`src/rtc_cfg_pkg.sv`:
```
// What this block does
// - Frequency select drives shared pin rate
// - Frequency select resets to 32768 Hz
// - Nonzero frequency select overrides alarm on pin
// - Clear-stamps write clears both switchover stamps
// - Supply trip select picks brownout level
// - Supply below trip sets low-supply flag
// - Battery disconnect bit disconnects battery input
// - Supply power-up clears disconnect, reconnects battery
// - First battery trip select, seven levels
// - Second battery trip select, seven levels
// - Initial trim loaded at power-up, read-only
// - Digital trim skips or inserts oscillator pulses
// - Coarse trim code decodes to ppm correction
// - Combined trim spans +62.5 to -61.5 ppm
// - Pin off on battery when disable set
// - Low-supply flag main-mode only, self-clearing
// - Pulse mode alarm gives 250 ms low
package rtc_cfg_pkg;

    // ----------------------------------------------------------------
    // Register offsets
    // ----------------------------------------------------------------
    localparam logic [7:0] INT_CTRL_ADDR    = 8'h08;
    localparam logic [7:0] SUPPLY_MON_ADDR  = 8'h09;
    localparam logic [7:0] BATT_TRIP_ADDR   = 8'h0A;
    localparam logic [7:0] INIT_TRIM_ADDR   = 8'h0B;

    // ----------------------------------------------------------------
    // Field positions
    // ----------------------------------------------------------------
    localparam int FOUT_LSB          = 0;
    localparam int PIN_OFF_BAT_BIT   = 4;
    localparam int ALARM_PULSE_BIT   = 5;
    localparam int CLEAR_STAMPS_BIT  = 7;
    localparam int DISCONNECT_BIT    = 6;
    localparam int BATT_FIRST_LSB    = 3;
    localparam int BATT_SECOND_LSB   = 0;
    localparam int COARSE_TRIM_LSB   = 6;

    // ----------------------------------------------------------------
    // Reset values and codes
    // ----------------------------------------------------------------
    localparam logic [7:0] INT_CTRL_RESET   = 8'h01;
    localparam logic [2:0] SUPPLY_TRIP_MAX  = 3'h5;
    localparam logic [2:0] BATT_TRIP_MAX    = 3'h6;
    localparam logic [1:0] TRIM_PLUS        = 2'h1;
    localparam logic [1:0] TRIM_MINUS       = 2'h3;

    // ----------------------------------------------------------------
    // Timing
    // ----------------------------------------------------------------
    localparam int CLK_PERIOD_NS       = 8;
    localparam int ALARM_PULSE_MS      = 250;
    localparam int ALARM_PULSE_CYCLES  = ALARM_PULSE_MS * 1000000 / CLK_PERIOD_NS;
    localparam int TRIM_WINDOW_TICKS   = 32768;
    localparam int PRESCALE_W          = 21;
    localparam int ALARM_CNT_W         = 25;

    // ----------------------------------------------------------------
    // Block state
    // ----------------------------------------------------------------
    typedef struct packed {
        logic [7:0]             int_ctrl;
        logic [2:0]             supply_trip;
        logic                   battery_disconnect;
        logic [2:0]             batt_first;
        logic [2:0]             batt_second;
        logic [7:0]             init_trim;
        logic                   trim_loaded;
        logic [PRESCALE_W-1:0]  prescale;
        logic [14:0]            trim_count;
        logic                   insert_pending;
        logic [ALARM_CNT_W-1:0] alarm_count;
        logic                   pin_oe;
        logic                   low_supply;
        logic                   stamp_clear;
        logic [7:0]             rdata;
    } state_type;

endpackage : rtc_cfg_pkg

```
`src/rtc_fout_power_cfg.sv`:
```
`timescale 1ns/1ps
module rtc_fout_power_cfg #(
    parameter int ALARM_PULSE_CYCLES = rtc_cfg_pkg::ALARM_PULSE_CYCLES
) (
    input  wire logic       clk,
    input  wire logic       rst,
    input  wire logic       reg_wr,
    input  wire logic       reg_rd,
    input  wire logic [7:0] reg_addr,
    input  wire logic [7:0] reg_wdata,
    output logic      [7:0] reg_rdata,
    input  wire logic       osc_tick,
    input  wire logic [7:0] factory_trim,
    input  wire logic       on_battery,
    input  wire logic       supply_powerup,
    input  wire logic       supply_below_trip,
    input  wire logic       alarm_match,
    input  wire logic       alarm_flag,
    input  wire logic       irq_fout_in,
    output logic            irq_fout_out,
    output logic            irq_fout_oe,
    output logic [2:0]      supply_trip_select,
    output logic [2:0]      battery_trip_first_select,
    output logic [2:0]      battery_trip_second_select,
    output logic            battery_disconnect,
    output logic            clear_switch_stamps,
    output logic            low_supply_flag,
    output logic [1:0]      coarse_digital_trim,
    output logic [5:0]      fine_analog_trim
);

    // Whole block is one state record; every output except irq_fout_out, tied low, is a flop bit of it.
    // The pin is open drain: the block only ever pulls it low and the
    // board's pull-up makes the high level. Frequency output, alarm pulse
    // and alarm level share that one enable, in that order of priority.

    // ----------------------------------------------------------------
    // Decode helpers
    // ----------------------------------------------------------------

    // Prescaler bit whose toggle gives the selected square wave
    // Bit k toggles at the tick rate over 2 to the k, so each code
    // above 4 halves the rate by moving one bit up the chain
    function automatic logic [4:0] fout_tap(input logic [3:0] code);
        logic [4:0] tap;
        tap = 5'h00;
        if (code == 4'h1) begin
            tap = 5'h00;
        end else if (code == 4'h2) begin
            tap = 5'h03;
        end else if (code == 4'h3) begin
            tap = 5'h05;
        end else begin
            tap = 5'(code) + 5'h05;
        end
        return tap;
    endfunction : fout_tap

    // Undefined trip codes fold onto the highest defined level
    // Stored clamped, so readback shows the level actually in use
    function automatic logic [2:0] clamp_trip(input logic [2:0] code, input logic [2:0] top);
        return (code > top) ? top : code;
    endfunction : clamp_trip

    // ----------------------------------------------------------------
    // State
    // ----------------------------------------------------------------
    rtc_cfg_pkg::state_type state_q;
    rtc_cfg_pkg::state_type state_d;

    // Decoded views of the state, shared by next-state and pin logic
    logic [3:0] fout_code;
    logic [1:0] trim_code;
    logic       trim_wrap;
    logic       fixed_tick;
    logic       square;
    logic       pin_blocked;

    assign fout_code = state_q.int_ctrl[rtc_cfg_pkg::FOUT_LSB +: 4];
    assign trim_code = state_q.init_trim[rtc_cfg_pkg::COARSE_TRIM_LSB +: 2];
    assign trim_wrap = osc_tick && (state_q.trim_count == 15'(rtc_cfg_pkg::TRIM_WINDOW_TICKS - 1));

    // Pulse skipping drops the wrap tick, insertion adds one in a free cycle
    always_comb begin
        fixed_tick = osc_tick;
        if (trim_wrap && trim_code == rtc_cfg_pkg::TRIM_MINUS) begin
            fixed_tick = 1'b0;
        end else if (!osc_tick && state_q.insert_pending) begin
            fixed_tick = 1'b1;
        end
    end

    assign square      = state_q.prescale[fout_tap(fout_code)];
    assign pin_blocked = on_battery && state_q.int_ctrl[rtc_cfg_pkg::PIN_OFF_BAT_BIT];

    // ----------------------------------------------------------------
    // Next state
    // ----------------------------------------------------------------
    always_comb begin
        state_d = state_q;
        state_d.stamp_clear = 1'b0;

        // Factory trim is caught once after reset release and never written
        if (!state_q.trim_loaded) begin
            state_d.init_trim   = factory_trim;
            state_d.trim_loaded = 1'b1;
        end

        // Coarse trim correction, one pulse per 32768 ticks is 30.5 ppm
        // The trim byte never changes after capture, so no host write can
        // move the correction in the middle of a window
        if (osc_tick) begin
            state_d.trim_count = state_q.trim_count + 15'h0001;
        end
        if (trim_wrap && trim_code == rtc_cfg_pkg::TRIM_PLUS) begin
            state_d.insert_pending = 1'b1;
        end else if (!osc_tick && state_q.insert_pending) begin
            state_d.insert_pending = 1'b0;
        end
        // Codes 00 and 10 apply no correction; analog trim goes out as is
        if (fixed_tick) begin
            state_d.prescale = state_q.prescale + rtc_cfg_pkg::PRESCALE_W'(1);
        end

        // Pulse-mode alarm timer
        // A new match restarts the pulse rather than stretching it twice
        if (alarm_match && state_q.int_ctrl[rtc_cfg_pkg::ALARM_PULSE_BIT]) begin
            state_d.alarm_count = rtc_cfg_pkg::ALARM_CNT_W'(ALARM_PULSE_CYCLES);
        end else if (state_q.alarm_count != '0) begin
            state_d.alarm_count = state_q.alarm_count - rtc_cfg_pkg::ALARM_CNT_W'(1);
        end

        // Pin is open drain: enable pulls it low
        // Battery disable wins over everything, the frequency beats the alarm
        if (pin_blocked) begin
            state_d.pin_oe = 1'b0;
        end else if (fout_code != 4'h0) begin
            state_d.pin_oe = ~square;
        end else if (state_q.int_ctrl[rtc_cfg_pkg::ALARM_PULSE_BIT]) begin
            state_d.pin_oe = (state_q.alarm_count != '0);
        end else begin
            state_d.pin_oe = alarm_flag;
        end

        // Comparator result only counts while running from main supply
        state_d.low_supply = supply_below_trip && !on_battery;

        // Returning main supply reconnects the battery
        if (supply_powerup) begin
            state_d.battery_disconnect = 1'b0;
        end

        // Register writes; host write to disconnect beats power-up clear
        // Trip codes are clamped on the way in; the trim offset takes no write
        if (reg_wr) begin
            if (reg_addr == rtc_cfg_pkg::INT_CTRL_ADDR) begin
                state_d.int_ctrl = reg_wdata;
            end else if (reg_addr == rtc_cfg_pkg::SUPPLY_MON_ADDR) begin
                state_d.stamp_clear = reg_wdata[rtc_cfg_pkg::CLEAR_STAMPS_BIT];
                state_d.supply_trip = clamp_trip(reg_wdata[2:0],
                                                 rtc_cfg_pkg::SUPPLY_TRIP_MAX);
            end else if (reg_addr == rtc_cfg_pkg::BATT_TRIP_ADDR) begin
                if (reg_wdata[rtc_cfg_pkg::DISCONNECT_BIT]) begin
                    state_d.battery_disconnect = 1'b1;
                end
                state_d.batt_first  = clamp_trip(reg_wdata[rtc_cfg_pkg::BATT_FIRST_LSB +: 3],
                                                 rtc_cfg_pkg::BATT_TRIP_MAX);
                state_d.batt_second = clamp_trip(reg_wdata[rtc_cfg_pkg::BATT_SECOND_LSB +: 3],
                                                 rtc_cfg_pkg::BATT_TRIP_MAX);
            end
        end

        // Read data, registered one cycle after the strobe
        // Bits with no storage read as zero, unmapped offsets give 00h
        if (reg_rd) begin
            if (reg_addr == rtc_cfg_pkg::INT_CTRL_ADDR) begin
                state_d.rdata = state_q.int_ctrl;
            end else if (reg_addr == rtc_cfg_pkg::SUPPLY_MON_ADDR) begin
                state_d.rdata = {5'h00, state_q.supply_trip};
            end else if (reg_addr == rtc_cfg_pkg::BATT_TRIP_ADDR) begin
                state_d.rdata = {1'b0, state_q.battery_disconnect,
                                 state_q.batt_first, state_q.batt_second};
            end else if (reg_addr == rtc_cfg_pkg::INIT_TRIM_ADDR) begin
                state_d.rdata = state_q.init_trim;
            end else begin
                state_d.rdata = 8'h00;
            end
        end
    end

    // ----------------------------------------------------------------
    // State register
    // ----------------------------------------------------------------
    // Only constants in the reset branch; the factory trim is caught on
    // the first clock after release instead, once its input has settled.
    // Frequency output comes up on the fastest rate straight from reset.
    always_ff @(posedge clk or posedge rst) begin
        if (rst) begin
            state_q          <= '0;
            state_q.int_ctrl <= rtc_cfg_pkg::INT_CTRL_RESET;
        end else begin
            state_q <= state_d;
        end
    end

    // ----------------------------------------------------------------
    // Outputs, all straight from state flops except irq_fout_out, tied low
    // ----------------------------------------------------------------
    assign reg_rdata                  = state_q.rdata;
    assign irq_fout_out               = 1'b0;
    assign irq_fout_oe                = state_q.pin_oe;
    assign supply_trip_select         = state_q.supply_trip;
    assign battery_trip_first_select  = state_q.batt_first;
    assign battery_trip_second_select = state_q.batt_second;
    assign battery_disconnect         = state_q.battery_disconnect;
    assign clear_switch_stamps        = state_q.stamp_clear;
    assign low_supply_flag            = state_q.low_supply;
    // Analog trim spans +32..-31 ppm; with coarse step it covers +62.5..-61.5
    // Both trim fields leave as captured; the oscillator applies the analog part
    assign coarse_digital_trim        = trim_code;
    assign fine_analog_trim           = state_q.init_trim[5:0];

endmodule : rtc_fout_power_cfg
```
`config.mk`:
```
export PLATFORM = sky130hd
export DESIGN_NAME = rtc_fout_power_cfg
export DESIGN_NICKNAME = d
export VERILOG_FILES = /design/src/rtc_cfg_pkg.sv /design/src/rtc_fout_power_cfg.sv
export SDC_FILE = /design/constraint.sdc
export NUM_CORES = 1
export LEC_CHECK = 0
export BUFFER_PORTS_ARGS = -buffer_cell sky130_fd_sc_hd__clkbuf_2
export CORE_ASPECT_RATIO = 1.1
export CORE_MARGIN = 3
export CORE_UTILIZATION = 50
export CTS_BUF_LIST = sky130_fd_sc_hd__clkbuf_8
export DETAILED_ROUTE_END_ITERATION = 10
export HOLD_SLACK_MARGIN = 0.15
export PLACE_DENSITY = 0.7
export SETUP_SLACK_MARGIN = 0.3
export SKIP_LAST_GASP = 1
export SLEW_MARGIN = 20
export SYNTH_ARGS = -nofsm -noshare
export SYNTH_HDL_FRONTEND = slang
export SYNTH_SLANG_ARGS = --single-unit
```
`constraint.sdc`:
```
create_clock -name clk -period 6.19 [get_ports clk]
set_clock_uncertainty 0.1 [all_clocks]
set_input_delay 1.5475 -clock clk [delete_from_list [all_inputs] [get_ports clk]]
set_output_delay 1.5475 -clock clk [all_outputs]
set_load 0.02 [all_outputs]
```
After elaboration in Yosys (flattened, before gate mapping)

Cells that the tools add are included.

Input port bits: 35
Flip-flop bits (word level): 100
Output and inout port bits: 30

Bitwise gates (word level): 3
Multiplexer cells: 30
Reductions and logical operators: 16
$lt $le $gt $ge: 4
$add $sub $neg: 4
Equal/unequal tests: 10

Operators by type and width:

| operator                                                              | count |
|---|---|
| 25-bit 2-to-1 mux                                                     | 2 |
| 8-bit by 4-bit == test with 1-bit output (second input constant)      | 4 |
| 8-bit 2-to-1 mux                                                      | 4 |
| 7-bit 2-to-1 mux                                                      | 4 |
| 25-bit nonzero test                                                   | 1 |
| 25-bit by 1-bit subtractor with 25-bit output (second input constant) | 1 |
| 21-bit by 1-bit adder with 21-bit output (second input constant)      | 1 |
| 15-bit by 1-bit adder with 15-bit output (second input constant)      | 1 |
| 15-bit == test (second input constant)                                | 1 |
| 5-bit 2-to-1 mux                                                      | 3 |
| 1-bit 2-to-1 mux                                                      | 13 |
| 3-bit greater-than comparator (second input constant)                 | 3 |
| 3-bit 2-to-1 mux                                                      | 3 |
| 4-bit by 2-bit == test with 1-bit output (second input constant)      | 2 |
| 1-bit logical AND                                                     | 7 |
| 5-bit by 6-bit < comparator with 1-bit output (second input constant) | 1 |
| 4-bit by 3-bit adder with 5-bit output (second input constant)        | 1 |
| 1-bit binary-select mux with 5-bit select                             | 1 |
| 4-bit by 1-bit == test with 1-bit output (second input constant)      | 1 |
| 4-bit AND reduction                                                   | 1 |
| 2-bit nonzero test                                                    | 2 |
| 4-bit nonzero test                                                    | 1 |
| 1-bit inverter                                                        | 3 |
| 3-bit AND reduction                                                   | 1 |
| 4 further kinds                                                       | 5 |

Depth between registers and ports, before layout

Depth after elaboration: 9
Depth in mapped cells: 9
Gate-level depth less buffers: 9

Least setup slack after synthesis

Ideal clock, no wire load.

Kind: in2reg
From: input reg_addr[7]
To: register state_q, in the netlist fout_code[2]
Cell stages on the path: 5
Buffers on the path: 0
Arrival time: 3.157 ns
Path slack: 2.808 ns
Cell sequence: or4b_1 nor3_2 nand2_1 nor3_4 mux2_2

Word-level cells in the longest chain between the ends: 2

Ends and longest elaborated chain:

| element                                  | line                      | source |
|---|---|---|
| from (decl)                              | rtc_fout_power_cfg.sv:9   | `input wire logic [7:0] reg_addr,` |
| 8-bit by 4-bit == test with 1-bit output | rtc_fout_power_cfg.sv:156 | `if (reg_addr == rtc_cfg_pkg::INT_CTRL_ADDR) begin` |
| 2-bit AND reduction (no source line)     | -                         |  |
| to (signal assigned)                     | rtc_fout_power_cfg.sv:202 | `state_q <= state_d;` |
| to (decl)                                | rtc_fout_power_cfg.sv:68  | `rtc_cfg_pkg::state_type state_q;` |

Every way passes these cells.
A chain may end at the register's enable or synchronous reset.

Worst setup path in the final report

Ends and elaborated chain as after synthesis.

==> impl_metrics.toml <==
[clock_tree]
cts_buffer_depth = 2
h-tree-depth = 3
cts-resized-gates = 0
cts_root_buffer = "clkbuf_8"
clkLatencyLatePin_ns = 0.36
cts_tree = "yes"
hold_buffers = 0
path_clk_slew_ns = 0.09
cts.sinks = 100
cts_buffers = 9
post_cts_buffers = 0

[place]
gp_congestion = 0.865
numPortBuffers = 62
dp_hpwl_mm = 7.18
dp.cells = 644
placed_area_um2 = 5380

[power_and_ir_drop]
p_comb_share_pct = 20.9
pwr_density_cell_nw_per_um2 = 292
cellLeakagePower_uw = 0.00251
p_clk_share_pct = 26.0
p_seq_share_pct = 53.1
ir_drop_mv = 0.197
intPower_uw = 1110
switchingPower_uw = 522
p_sw_share_pct = 32.0
power_uw = 1630

[detailed_routing]
wl_mm = 9.74
detail-route-antenna-nets = 0
drcViolationCount = 0
dr.pass1.iters = 4
via_per_inst = 5.45
vias = 3595
wl_per_cell_um = 14.8
drt_iter0_markers = 200

[critical_path]
crit_fanout = 10
path_class = "input port to flip-flop"
cp.arrival_ns = 3.45
startpoint_type = "input port"
endpoint_kind = "flip-flop"
required_ns = 6.33

[floorplan]
fp.dieH_um = 112
die_w_um = 103
ioPinCount = 65
core_area_um2 = 9940
rows = 38
start_util_pct = 51.9
dieArea_um2 = 11600

[grt]
grt_pass1_wl_mm = 16.4
grt_usage_pct = 17.6
grt-busiest-layer = "met2"
grt.met1_usage_pct = 25.5
grt_max_degree = 65
gr-total-overflow = 0
grt_pass1_vias = 3449
antenna_found_initial = 0
grt_use_met3_pct = 2.73
use_met2_pct = 27.3

[synthesis]
syn_area_um2 = 5150
yosysTopAreaCellShare_pct = 48.1
yosys_most_used_dff = "dfrtp_1"
synthesis.nets = 542
ys_warn_count = 0
yosysUniqueCellTypes = 65
synth_top_cell_by_area = "dfrtp_1"
ys_seq_area_share_pct = 48.6
synthCells = 499
synth-edff-count = 0
ys_async_sr_fraction_pct = 100
ys_seq_elements = 100
syn_avg_cell_area_um2 = 10.3
synth_area_leaders = "dfrtp_1 (48%), mux2_2 (4.8%), xnor2_1 (4.8%), xor2_1 (4.1%), nand2_1 (3.9%)"

[layout]
final_common_cell = "dfrtp_1"
fin_util_pct = 56.1
layout-drive-gt1-share_pct = 22.6
antenna_cells = 0
nets = 578
final_cell_mix = "dfrtp_1 (99), clkbuf_2 (62), nand2_1 (54), nor2_1 (46), xnor2_1 (28)"
layout.cells.non_filler = 660
synthToLayoutAreaGrowth_pct = 8.20
final_area_um2 = 5580
fillers = 885

[hold_path]
holdCritPathClass = "flip-flop to flip-flop"

[flow_run]
cap_violations = 0

[run_status]
outcome = "complete, no violations"

[timing]
worst_pin_slew_ns = 0.798
finalSetupTns_ns = 0
maxSlewViolCount = 0
rsz0062_at_grt = "no"
hold_violations = 0
fin_crit_ns = 3.31
setup_viol = 0
slew_headroom_pct = 46.4
min_period_over_period_pct = 53.5
clock.fmax_ghz = 0.302
[logic make-up after synthesis]
logic type / Yosys count / share of synthesized area, %
muxes: 34 / 7.86
buffers and inverters: 57 / 6.24
adders and majority gates: 8 / 1.94
DFF: 100 / 48.6
xor gates and xnor gates: 52 / 8.84
other: 2 / 0.146
and+or+nand+nor: 191 / 19.5
AOI/OAI and AO/OA: 55 / 6.94
[power groups by stage]
stage               logic (µW)  clock network [µW]  registers, µW
floorplan                  275                   0            854
global placement           331                   0            872
detailed placement         341                   0            879
CTS                        344                 434            866
global route               386                 463            882
finish                     341                 423            866
[layer usage]
metal,vias to the layer above,part of all wire (%)
met5,-,0
met2,77,46
li1,1761,-
met1,1749,48
met4,0,1.3
met3,8,4.5
[worst max-delay path, stage by stage]
cell and delay (ns):
clkbuf_2 0.08, or4b_1 0.53, nor3_2 0.35, nand2_1 0.18
nor3_4 0.37, mux2_2 0.39
[cell type report]
| cell class | count | area, µm² | area share (%) |
|---|---|---|---|
| clock buffer | 10 | 138 | 2.47 |
| clock inverter | 6 | 65.1 | 1.17 |
| inverter | 19 | 73.8 | 1.32 |
| multi-input combinational | 342 | 2330 | 41.8 |
| sequential | 100 | 2500 | 44.9 |
| tap | 120 | 150 | 2.69 |
| timing repair buffer | 63 | 318 | 5.70 |
[path summary, 6_finish.rpt]
kind / start / end / slack [ns] / depth (start not counted)
worst max-delay path: reg_addr[7] / fout_code[2]$_DFFE_PP0P_ / 2.88 / 6
worst min-delay path: state_q[72]$_DFFE_PP0P_ / state_q[72]$_DFFE_PP0P_ / 0.38 / 1
worst max register to register: fout_code[0]$_DFFE_PP1P_ / irq_fout_oe$_DFF_PP0_ / 3.23 / 8
worst min register to register: state_q[72]$_DFFE_PP0P_ / state_q[72]$_DFFE_PP0P_ / 0.38 / 1
max in group asynchronous: rst / state_q[41]$_DFFE_PP0P_ / 3.73 / 3
min in group asynchronous: rst / state_q[15]$_DFFE_PP0P_ / 1.08 / 2
[Yosys cell counts, drive strengths merged (4+ instances only)]
cell and instances:
a21oi 11, or4 4, nand2 57, mux2i 9, o22ai 5, ha 8
nor4 5, o21ai 17, clkbuf 8, a211oi 4, nor3 16, nor2 46
xnor2 28, nand3 24, dfrtp 99, xor2 24, mux2 22, and2 4
buf 30, inv 19, or3 5, nand4 8
[state kept, by name (all words and copies together) (netlist names)]
name	flops
state_q	67
reg_rdata	8
fine_analog_trim	6
fout_code	4
battery_trip_first_select	3
battery_trip_second_select	3
supply_trip_select	3
coarse_digital_trim	2
battery_disconnect	1
clear_switch_stamps	1
irq_fout_oe	1
low_supply_flag	1
[through the flow]
step	worst slack, ns	hold WS (ns)
3_5_place_dp	2.48	0.364
4_1_cts	2.86	0.381
2_1_floorplan	1.93	0.342
3_3_place_gp	2.52	0.360
6_report	2.88	0.377
5_1_grt	2.73	0.396
(Power assumes the default switching activity.)
